--- src/pss_pkg.sv ---
// pss_pkg: constants, register map and types for the ptp status block
// assumes: 40 MHz system clock; offsets are byte addresses on the port
package pss_pkg;
  localparam int CLK_PERIOD_NS = 25;
  // live port state refresh interval
  localparam int REFRESH_NS = 1000;
  localparam int REFRESH_CYC_I =
    (REFRESH_NS + CLK_PERIOD_NS - 1) / CLK_PERIOD_NS;
  localparam logic [7:0] REFRESH_CYC = 8'(REFRESH_CYC_I);
  localparam logic [31:0] NS_PER_SEC = 32'h3B9A_CA00;
  localparam int DIV_CYC = 33;

  localparam logic [7:0] A_CTRL = 8'h00;
  localparam logic [7:0] A_CMD = 8'h04;
  localparam logic [7:0] A_OFFSET = 8'h08;
  localparam logic [7:0] A_OWN_LO = 8'h0C;
  localparam logic [7:0] A_OWN_HI = 8'h10;
  localparam logic [7:0] A_MST_LO = 8'h14;
  localparam logic [7:0] A_MST_HI = 8'h18;
  localparam logic [7:0] A_STATE_SNAP = 8'h1C;
  localparam logic [7:0] A_STATE_LIVE = 8'h20;
  localparam logic [7:0] A_TS_LO = 8'h24;
  localparam logic [7:0] A_TS_HI = 8'h28;
  localparam logic [7:0] A_START_LO = 8'h2C;
  localparam logic [7:0] A_START_HI = 8'h30;
  localparam logic [7:0] A_RATE = 8'h34;
  localparam logic [7:0] A_STATUS = 8'h38;

  localparam int CTRL_SYNC_BIT = 0;
  localparam int CTRL_SRC_LO = 1;
  localparam int CTRL_SRC_HI = 2;
  localparam logic [1:0] SRC_SCHED = 2'h1;
  localparam int CMD_SNAP_BIT = 0;
  localparam int CMD_TS_BIT = 1;
  localparam int CMD_UPD_BIT = 2;

  localparam logic [31:0] CTRL_RST = 32'h0000_0000;
  localparam logic [31:0] START_RST = 32'h0000_0000;
  localparam logic [31:0] RATE_RST = 32'h0000_0000;

  typedef enum logic [3:0] {
    PS_INITIALIZING = 4'h1,
    PS_FAULTY = 4'h2,
    PS_DISABLED = 4'h3,
    PS_LISTENING = 4'h4,
    PS_PRE_MASTER = 4'h5,
    PS_MASTER = 4'h6,
    PS_PASSIVE = 4'h7,
    PS_UNCALIBRATED = 4'h8,
    PS_SLAVE = 4'h9
  } pss_port_state_e;

  typedef enum logic [1:0] {
    TRG_IDLE = 2'b00,
    TRG_DIV = 2'b01,
    TRG_RUN = 2'b10
  } pss_trig_e;

  typedef struct packed {
    logic [31:0] offset;
    logic [63:0] own_id;
    logic [63:0] master_id;
    pss_port_state_e state;
  } pss_snap_s;
endpackage

--- src/pss_local_clock.sv ---
// pss_local_clock: 64-bit nanosecond time base with phase and rate trim
// assumes: trim inputs come from the protocol engine, sync to clk
`timescale 1ns/1ps
module pss_local_clock #(
  parameter int NS_PER_CYCLE = pss_pkg::CLK_PERIOD_NS
) (
  input logic clk_in,
  input logic rst_in,
  input logic adj_en_in,
  input logic step_valid_in,
  input logic [31:0] step_ns_in,
  input logic [31:0] freq_adj_in,
  output logic [63:0] now_out
);
  if (NS_PER_CYCLE < 1) begin : g_bad
    $error("pss_local_clock: NS_PER_CYCLE must be positive");
  end

  // 64 bits of ns plus 32 bits of fraction so rate trim is sub-ns
  logic [95:0] t;
  logic [95:0] inc;
  logic [95:0] step;

  always_comb begin
    inc = {64'(NS_PER_CYCLE), 32'h0};
    step = 96'h0;
    // rate and value trim
    if (adj_en_in) begin
      inc = inc + {{64{freq_adj_in[31]}}, freq_adj_in};
      if (step_valid_in) begin
        step = {{32{step_ns_in[31]}}, step_ns_in, 32'h0};
      end
    end
  end

  always_ff @(posedge clk_in) begin
    if (rst_in) begin
      t <= 96'h0;
    end else begin
      t <= t + inc + step;
    end
  end

  assign now_out = t[95:32];
endmodule

--- src/pss_period_div.sv ---
// pss_period_div: restoring divider, one quotient bit per clock
// assumes: start is a one-cycle pulse; a new start restarts it
`timescale 1ns/1ps
module pss_period_div #(
  parameter int W = 32
) (
  input logic clk_in,
  input logic rst_in,
  input logic start_in,
  input logic [W-1:0] dividend_in,
  input logic [W-1:0] divisor_in,
  output logic [W-1:0] quot_out,
  output logic done_out,
  output logic busy_out
);
  if (W < 2 || W > 63) begin : g_bad
    $error("pss_period_div: W out of range");
  end

  logic [W:0] rem;
  logic [W:0] shifted;
  logic [W-1:0] dsr;
  logic [6:0] cnt;

  assign shifted = {rem[W-1:0], quot_out[W-1]};

  // period by long division
  always_ff @(posedge clk_in) begin
    if (rst_in) begin
      rem <= '0;
      quot_out <= '0;
      dsr <= '0;
      cnt <= 7'h00;
      busy_out <= 1'b0;
      done_out <= 1'b0;
    end else begin
      done_out <= 1'b0;
      if (start_in) begin
        rem <= '0;
        quot_out <= dividend_in;
        dsr <= divisor_in;
        cnt <= 7'(W);
        busy_out <= 1'b1;
      end else if (busy_out) begin
        if (shifted >= {1'b0, dsr}) begin
          rem <= shifted - {1'b0, dsr};
          quot_out <= {quot_out[W-2:0], 1'b1};
        end else begin
          rem <= shifted;
          quot_out <= {quot_out[W-2:0], 1'b0};
        end
        cnt <= cnt - 7'h01;
        if (cnt == 7'h01) begin
          busy_out <= 1'b0;
          done_out <= 1'b1;
        end
      end
    end
  end
endmodule

--- src/pss_top.sv ---
// pss_top: time sync status snapshot, time stamp latch, trigger timer
// assumes: protocol engine outside feeds offset, parent id, port state
// and clock trim; software uses the plain strobe register port
//
// Implementation choices: the register offsets and the address-and-strobe port.
`timescale 1ns/1ps
// What this block does
// 32-bit master offset in ns readable
// 64-bit own clock identifier readable
// 64-bit current master identifier readable
// port state uses the nine standard codes
// snapshot captures four values same instant
// snapshot frozen until next snapshot command
// live state refreshed periodically, no command
// enabled: slave state, trim time and rate
// start time is two 32-bit halves
// zero or past start fires at once
// future start fires when time reaches it
// time stamp command copies local time
// triggers at programmed frames per second
// start and rate applied only on update
// timer fires only when selected as source
// software waits for settled roles, small offset
// sync disabled after reset until enabled
// surplus triggers dropped while frame busy
// period is one second over rate
module pss_top #(
  // arbitrary identity value
  parameter logic [63:0] OWN_CLOCK_ID = 64'h0000_0000_0000_0001
) (
  input logic CLK_SYS_IN,
  input logic RST_IN,
  input logic [7:0] REG_ADDR_IN,
  input logic [31:0] REG_WDATA_IN,
  input logic REG_WR_IN,
  input logic REG_RD_IN,
  output logic [31:0] REG_RDATA_OUT,
  input logic [31:0] OFFSET_IN,
  input logic [63:0] PARENT_ID_IN,
  input logic [3:0] PORT_STATE_IN,
  input logic [31:0] FREQ_ADJ_IN,
  input logic STEP_VALID_IN,
  input logic [31:0] STEP_NS_IN,
  input logic FRAME_BUSY_IN,
  output logic TIME_SYNC_ENABLE_OUT,
  output logic [3:0] LIVE_STATE_OUT,
  output logic [63:0] LOCAL_TIME_OUT,
  output logic TRIG_OUT
);
  if (pss_pkg::REFRESH_CYC_I < 1 || pss_pkg::REFRESH_CYC_I > 255)
  begin : g_bad
    $error("pss_top: refresh count does not fit");
  end

  logic [31:0] ctrl;
  logic [31:0] start_lo;
  logic [31:0] start_hi;
  logic [31:0] rate;
  logic sync_en;
  logic sched_sel;
  logic cmd_snap;
  logic cmd_ts;
  logic cmd_upd;
  pss_pkg::pss_port_state_e cur_state;
  pss_pkg::pss_port_state_e live;
  pss_pkg::pss_snap_s snap;
  logic [7:0] ref_cnt;
  logic [63:0] now;
  logic [63:0] ts_snap;
  logic [63:0] act_start;
  logic [31:0] act_rate;
  logic [31:0] period;
  logic [31:0] quot;
  logic div_done;
  logic [63:0] next_fire;
  logic [63:0] next_step;
  pss_pkg::pss_trig_e st;
  logic fire;
  logic [15:0] drop_cnt;

  assign sync_en = ctrl[pss_pkg::CTRL_SYNC_BIT];
  assign sched_sel = ctrl[pss_pkg::CTRL_SRC_HI:pss_pkg::CTRL_SRC_LO]
    == pss_pkg::SRC_SCHED;
  assign cmd_snap = REG_WR_IN && REG_ADDR_IN == pss_pkg::A_CMD
    && REG_WDATA_IN[pss_pkg::CMD_SNAP_BIT];
  assign cmd_ts = REG_WR_IN && REG_ADDR_IN == pss_pkg::A_CMD
    && REG_WDATA_IN[pss_pkg::CMD_TS_BIT];
  assign cmd_upd = REG_WR_IN && REG_ADDR_IN == pss_pkg::A_CMD
    && REG_WDATA_IN[pss_pkg::CMD_UPD_BIT];

  // enable cleared by reset
  always_ff @(posedge CLK_SYS_IN) begin
    if (RST_IN) begin
      ctrl <= pss_pkg::CTRL_RST;
    end else if (REG_WR_IN && REG_ADDR_IN == pss_pkg::A_CTRL) begin
      ctrl <= REG_WDATA_IN;
    end
  end

  // pending start halves and rate
  always_ff @(posedge CLK_SYS_IN) begin
    if (RST_IN) begin
      start_lo <= pss_pkg::START_RST;
      start_hi <= pss_pkg::START_RST;
      rate <= pss_pkg::RATE_RST;
    end else if (REG_WR_IN) begin
      if (REG_ADDR_IN == pss_pkg::A_START_LO) begin
        start_lo <= REG_WDATA_IN;
      end
      if (REG_ADDR_IN == pss_pkg::A_START_HI) begin
        start_hi <= REG_WDATA_IN;
      end
      if (REG_ADDR_IN == pss_pkg::A_RATE) begin
        rate <= REG_WDATA_IN;
      end
    end
  end

  // engine state, forced to disabled while sync is off
  always_comb begin
    if (sync_en) begin
      cur_state = pss_pkg::pss_port_state_e'(PORT_STATE_IN);
    end else begin
      cur_state = pss_pkg::PS_DISABLED;
    end
  end

  // periodic live state copy
  always_ff @(posedge CLK_SYS_IN) begin
    if (RST_IN) begin
      ref_cnt <= 8'h00;
      live <= pss_pkg::PS_DISABLED;
    end else if (ref_cnt == 8'h00) begin
      ref_cnt <= pss_pkg::REFRESH_CYC - 8'h01;
      live <= cur_state;
    end else begin
      ref_cnt <= ref_cnt - 8'h01;
    end
  end

  // four values captured together
  always_ff @(posedge CLK_SYS_IN) begin
    if (RST_IN) begin
      snap <= '{32'h0, 64'h0, 64'h0, pss_pkg::PS_DISABLED};
    end else if (cmd_snap) begin
      snap <= '{OFFSET_IN, OWN_CLOCK_ID, PARENT_ID_IN, cur_state};
    end
  end

  // trim only while slaved to a master
  pss_local_clock #(
    .NS_PER_CYCLE(pss_pkg::CLK_PERIOD_NS)
  ) u_clock (
    .clk_in(CLK_SYS_IN),
    .rst_in(RST_IN),
    .adj_en_in(cur_state == pss_pkg::PS_SLAVE),
    .step_valid_in(STEP_VALID_IN),
    .step_ns_in(STEP_NS_IN),
    .freq_adj_in(FREQ_ADJ_IN),
    .now_out(now)
  );

  // time stamp latch
  always_ff @(posedge CLK_SYS_IN) begin
    if (RST_IN) begin
      ts_snap <= 64'h0;
    end else if (cmd_ts) begin
      ts_snap <= now;
    end
  end

  // all pending values applied at once
  always_ff @(posedge CLK_SYS_IN) begin
    if (RST_IN) begin
      act_start <= 64'h0;
      act_rate <= 32'h0;
    end else if (cmd_upd) begin
      act_start <= {start_hi, start_lo};
      act_rate <= rate;
    end
  end

  // one second over rate
  pss_period_div #(
    .W(32)
  ) u_div (
    .clk_in(CLK_SYS_IN),
    .rst_in(RST_IN),
    .start_in(cmd_upd),
    .dividend_in(pss_pkg::NS_PER_SEC),
    .divisor_in(rate),
    .quot_out(quot),
    .done_out(div_done),
    .busy_out()
  );

  // a new update during division simply restarts it
  always_ff @(posedge CLK_SYS_IN) begin
    if (RST_IN) begin
      st <= pss_pkg::TRG_IDLE;
      period <= 32'h0;
    end else begin
      case (st)
        pss_pkg::TRG_IDLE: begin
          if (cmd_upd) begin
            st <= pss_pkg::TRG_DIV;
          end
        end
        pss_pkg::TRG_DIV: begin
          if (div_done && !cmd_upd) begin
            st <= pss_pkg::TRG_RUN;
            period <= quot;
          end
        end
        pss_pkg::TRG_RUN: begin
          if (cmd_upd) begin
            st <= pss_pkg::TRG_DIV;
          end
        end
        default: begin
          st <= pss_pkg::TRG_IDLE;
        end
      endcase
    end
  end

  // fires only when selected; rate zero means stopped
  assign fire = st == pss_pkg::TRG_RUN && sched_sel
    && act_rate != 32'h0 && now >= next_fire;
  assign next_step = next_fire + {32'h0, period};

  // past start fires now and resyncs; future waits
  always_ff @(posedge CLK_SYS_IN) begin
    if (RST_IN) begin
      next_fire <= 64'h0;
    end else if (st != pss_pkg::TRG_RUN || !sched_sel) begin
      next_fire <= act_start;
    end else if (fire) begin
      if (next_step <= now) begin
        next_fire <= now + {32'h0, period};
      end else begin
        next_fire <= next_step;
      end
    end
  end

  // trigger dropped while a frame is in progress
  always_ff @(posedge CLK_SYS_IN) begin
    if (RST_IN) begin
      TRIG_OUT <= 1'b0;
      drop_cnt <= 16'h0000;
    end else begin
      TRIG_OUT <= fire && !FRAME_BUSY_IN;
      if (fire && FRAME_BUSY_IN && drop_cnt != 16'hFFFF) begin
        drop_cnt <= drop_cnt + 16'h0001;
      end
    end
  end

  // read port, one cycle latency, zero otherwise
  always_ff @(posedge CLK_SYS_IN) begin
    if (RST_IN || !REG_RD_IN) begin
      REG_RDATA_OUT <= 32'h0;
    end else begin
      case (REG_ADDR_IN)
        pss_pkg::A_CTRL: REG_RDATA_OUT <= ctrl;
        pss_pkg::A_OFFSET: REG_RDATA_OUT <= snap.offset;
        pss_pkg::A_OWN_LO: REG_RDATA_OUT <= snap.own_id[31:0];
        pss_pkg::A_OWN_HI: REG_RDATA_OUT <= snap.own_id[63:32];
        pss_pkg::A_MST_LO: REG_RDATA_OUT <= snap.master_id[31:0];
        pss_pkg::A_MST_HI: REG_RDATA_OUT <= snap.master_id[63:32];
        pss_pkg::A_STATE_SNAP: REG_RDATA_OUT <= {28'h0, snap.state};
        pss_pkg::A_STATE_LIVE: REG_RDATA_OUT <= {28'h0, live};
        pss_pkg::A_TS_LO: REG_RDATA_OUT <= ts_snap[31:0];
        pss_pkg::A_TS_HI: REG_RDATA_OUT <= ts_snap[63:32];
        pss_pkg::A_START_LO: REG_RDATA_OUT <= start_lo;
        pss_pkg::A_START_HI: REG_RDATA_OUT <= start_hi;
        pss_pkg::A_RATE: REG_RDATA_OUT <= rate;
        pss_pkg::A_STATUS: REG_RDATA_OUT <= {drop_cnt, 14'h0, st};
        default: REG_RDATA_OUT <= 32'h0;
      endcase
    end
  end

  assign TIME_SYNC_ENABLE_OUT = sync_en;
  assign LIVE_STATE_OUT = live;
  assign LOCAL_TIME_OUT = now;
endmodule

--- config.mk ---
export PLATFORM = sky130hd
export DESIGN_NAME = pss_top
export DESIGN_NICKNAME = d
export VERILOG_FILES = /design/src/pss_pkg.sv /design/src/pss_local_clock.sv /design/src/pss_period_div.sv /design/src/pss_top.sv
export SDC_FILE = /design/constraint.sdc
export NUM_CORES = 2
export LEC_CHECK = 0
export ABC_AREA = 1
export BUFFER_PORTS_ARGS = -buffer_cell sky130_fd_sc_hd__buf_4
export CELL_PAD_IN_SITES_DETAIL_PLACEMENT = 1
export CELL_PAD_IN_SITES_GLOBAL_PLACEMENT = 2
export CORE_MARGIN = 1.5
export CORE_UTILIZATION = 30
export DETAILED_ROUTE_END_ITERATION = 10
export GPL_ROUTABILITY_DRIVEN = 0
export PLACE_DENSITY_LB_ADDON = 0.1
export SLEW_MARGIN = 25
export SYNTH_ARGS = -nofsm -noshare
export SYNTH_HDL_FRONTEND = slang
export SYNTH_HIERARCHICAL = 1
export SYNTH_SLANG_ARGS = --single-unit
--- constraint.sdc ---
create_clock -name CLK_SYS_IN -period 4.71 [get_ports CLK_SYS_IN]
set_input_delay 0.942 -clock CLK_SYS_IN [delete_from_list [all_inputs] [get_ports CLK_SYS_IN]]
set_output_delay 0.942 -clock CLK_SYS_IN [all_outputs]
set_load 0.05 [all_outputs]
==> impl_metrics.py <==
metrics = {
    "place": {
        "io_buffers": 311,
        "placed_instances": 12100,
        "dpl.hpwl_um": 251000,
        "postPlaceCellArea_um2": 64000,
    },
    "routing": {
        "drtIter0Drc": 4524,
        "detail_route.vias_per_cell": 5.05,
        "ant_nets": 0,
        "routed_wire_length_per_instance_um": 24.7,
        "drt_pass1_iterations": 6,
        "drt_wl_total_um": 304000,
        "via_count": 62200,
        "drc": 0,
    },
    "power_and_ir_drop": {
        "power_per_cell_area_nw_per_um2": 238,
        "cellLeakagePower_nw": 35.8,
        "vdd_drop_max_mv": 0.278,
    },
    "clocking": {
        "ctsRootBufferMaster": "clkbuf_16",
        "tritoncts.num_buffers": 98,
        "ctsHtreeMaxLevel": 3,
        "tritoncts": "done",
        "clock_sinks": 749,
        "clk_pin_slew_ps": 60,
        "clock_latency_at_the_later_pin_of_the_worst_skew_pair_ps": 760,
        "clk_path_buf_depth": 3,
    },
    "grt": {
        "number_of_antenna_violations_at_the_first_check_in_global_routing": 9,
        "grt_overflow": 0,
        "grt_pass1_wl_um": 436000,
        "first_global_vias": 62700,
        "grt_util_all_layers_pct": 32.0,
        "grt_start_max_net_pins": 198,
    },
    "critical_path": {
        "worst-endpoint-required_ps": 5340,
        "criticalPathCategory": "reg -> reg",
        "critical_path_peak_fanout": 19,
        "setup.worst_path.end_class": "flip-flop",
        "r2r.worst_path.cells": 24,
        "nature_of_the_critical_path_startpoint": "flip-flop",
        "worstPathArrival_ps": 5170,
    },
    "floorplan": {
        "die_outline_area_um2": 186000,
        "chipHeight_um": 431,
        "die_x_um": 431,
        "rows": 156,
        "floorplan.initialDensity_pct": 30.3,
        "fp.coreArea_um2": 182000,
        "num_io_pins": 312,
    },
    "logic_synthesis": {
        "synth_ff_type": "dfxtp_1",
        "syn_avg_cell_area_um2": 6.03,
        "syn_area_um2": 55000,
        "synth_async_sr_flop_share_pct": 0,
        "synthDistinctLibCells": 61,
        "postSynthCellCount": 9117,
        "synth-edff-count": 0,
        "yosys_warnings": 6,
        "ffs_latches_synth": 749,
        "sequential_share_of_the_synthesized_area_pct": 27.3,
    },
    "layout": {
        "flow.area_growth_from_synthesis_pct": 23.5,
        "regArea_um2": 15000,
        "multi_input_area_um2": 32700,
        "post-route-cell-area_um2": 67900,
        "final_cell_count_no_fill": 12300,
        "num-nets-final": 10500,
        "drive_above_1_share_pct": 14.9,
        "final.fill_count": 23700,
    },
    "sta": {
        "period_needed_ps": 4550,
        "maxSlewViolCount": 0,
        "hold_viol_final": 0,
        "post-route-period-util_pct": 96.5,
        "timing.final.setup_violations": 0,
        "clock_skew_ps": 72.2,
        "timing.slew.headroom_pct": 32.0,
        "tightest_slew_ps": 1020,
        "fmaxAchievable_mhz": 220,
    },
    "min_path": {
        "hold_depth": 3,
        "worstHoldPathType": "in -> reg",
    },
    "status": {
        "status": "completed",
    },
    "job": {
        "max_cap_viol_count": 0,
    },
}
[per-stage QoR]
step | TNS, ps | setup WS, ps | power [W] | hold WS [ps] | util [%]
after floorplan | 0 | 66.0 | 0.00727 | 425 | -
after global placement | -11970 | -269 | 0.00790 | 436 | 35.3
after detailed placement | -11470 | -269 | 0.00792 | 449 | 35.3
after CTS | 0 | 27.4 | 0.0163 | 369 | 37.2
after global routing | -13.1 | -7.33 | 0.0167 | 401 | 37.4
final | 0 | 163 | 0.0162 | 412 | 37.4
[cells in the mapped netlist, types with 34 or more instances]
library cell	n	area (µm²)
a21oi_1	653	3270
a221oi_1	39	342
buf_4	70	526
clkbuf_1	195	732
dfxtp_1	749	15000
ha_1	417	5220
inv_1	1534	5760
inv_2	74	278
nand2_1	2599	9760
nand2_2	47	294
nand3_1	368	1840
nand4_1	78	488
nor2_1	1152	4320
nor2_2	89	557
nor3_1	47	235
o21ai_0	541	2710
o22ai_1	34	213
xor2_1	72	631
[flip-flops by register name, indices dropped and copies added (netlist names), 64 cells and up]
name       cells
next_fire     64
ts_snap       64
u_clock/t     96
snap         101
act_start     64
[path summary, 6_finish.rpt]
path,startpoint,to,slack (ps)
max,period[12],next_fire[26],160
min,OFFSET_IN[5],snap[137],410
max reg2reg,period[12],next_fire[26],160
min reg2reg,snap[135],snap[135],460
[metal layers]
metal | wire length, µm | up-vias | global-route usage, %
li1 | - | 29900 | -
met1 | 136000 | 30200 | 42.3
met2 | 136000 | 1682 | 52.1
met3 | 16700 | 420 | 4.40
met4 | 14500 | 6 | 13.2
met5 | 40 | - | 0
[what timing repair did]
| item | CTS | global route |
|---|---|---|
| pin swaps | 0 | 13 |
| endpoints found under the setup margin | 63 | 68 |
| gates resized for setup | 4 | 79 |
| buffers inserted | 0 | 3 |
| gates cloned | 0 | 1 |
| hold buffers | 0 | 0 |
[layout by cell type (no fill, tap or decap), drive strengths merged, types with 5 or more instances in the layout]
cell type,count
a211oi,6
a21o,7
a21oi,656
a221oi,39
a22o,7
a31oi,20
a41oi,7
and2,13
buf,959
bufinv,12
clkbuf,142
clkinv,32
conb,32
dfxtp,749
fa,5
ha,417
inv,1609
nand2,2646
nand3,388
nand3b,20
nand4,79
nor2,1255
nor3,61
nor4,21
o21a,15
o21ai,555
o21bai,18
o221ai,28
o22ai,34
or2,7
xnor2,24
xor2,72
[critical path, stage by stage, from the launching register on]
cell	delay [ps]
dfxtp_1	320
buf_12	120
ha_1	310
buf_4	160
nand2_1	80
nand2_1	90
nand2_1	80
nand2_1	70
a21oi_1	150
nand2_2	140
buf_4	170
xnor2_2	270
inv_1	90
ha_1	320
nand4_1	220
nor4_4	510
nand2_1	260
nor2_2	200
inv_2	90
nand2_8	130
buf_4	320
nor2_1	100
nor2_1	130
nor2_1	60
nor2_1	80
[where the power goes]
part | total, W | switching (W) | internal (W)
combinational | 0.00136 | 0.000920 | 0.000436
clock | 0.00834 | 0.00339 | 0.00496
sequential | 0.00647 | 0.0000763 | 0.00640
total | 0.0162 | 0.00438 | 0.0118
[cells by family after synthesis]
| group | count (synthesis) | synth area share (%) |
|---|---|---|
| buffers and inverters | 1953 | 14.2 |
| AND/OR/NAND/NOR | 4494 | 33.6 |
| other | 2 | 0.0137 |
| adder cells (fa/ha/maj) | 422 | 9.67 |
| flip-flops | 749 | 27.3 |
| XOR/XNOR | 96 | 1.53 |
| AO/OA/AOI/OAI | 1401 | 13.7 |
[final cells by class]
type | count | area share (%)
repair buffers | 960 | 11.3
clock buffers | 141 | 4.28
clock inverters | 41 | 0.926
diodes | 4 | 0.0147
flip-flops and latches | 749 | 22.1
multi-input cells | 6445 | 48.1
inverters | 1615 | 8.94
well taps | 2370 | 4.37
(Power assumes the default switching activity.)
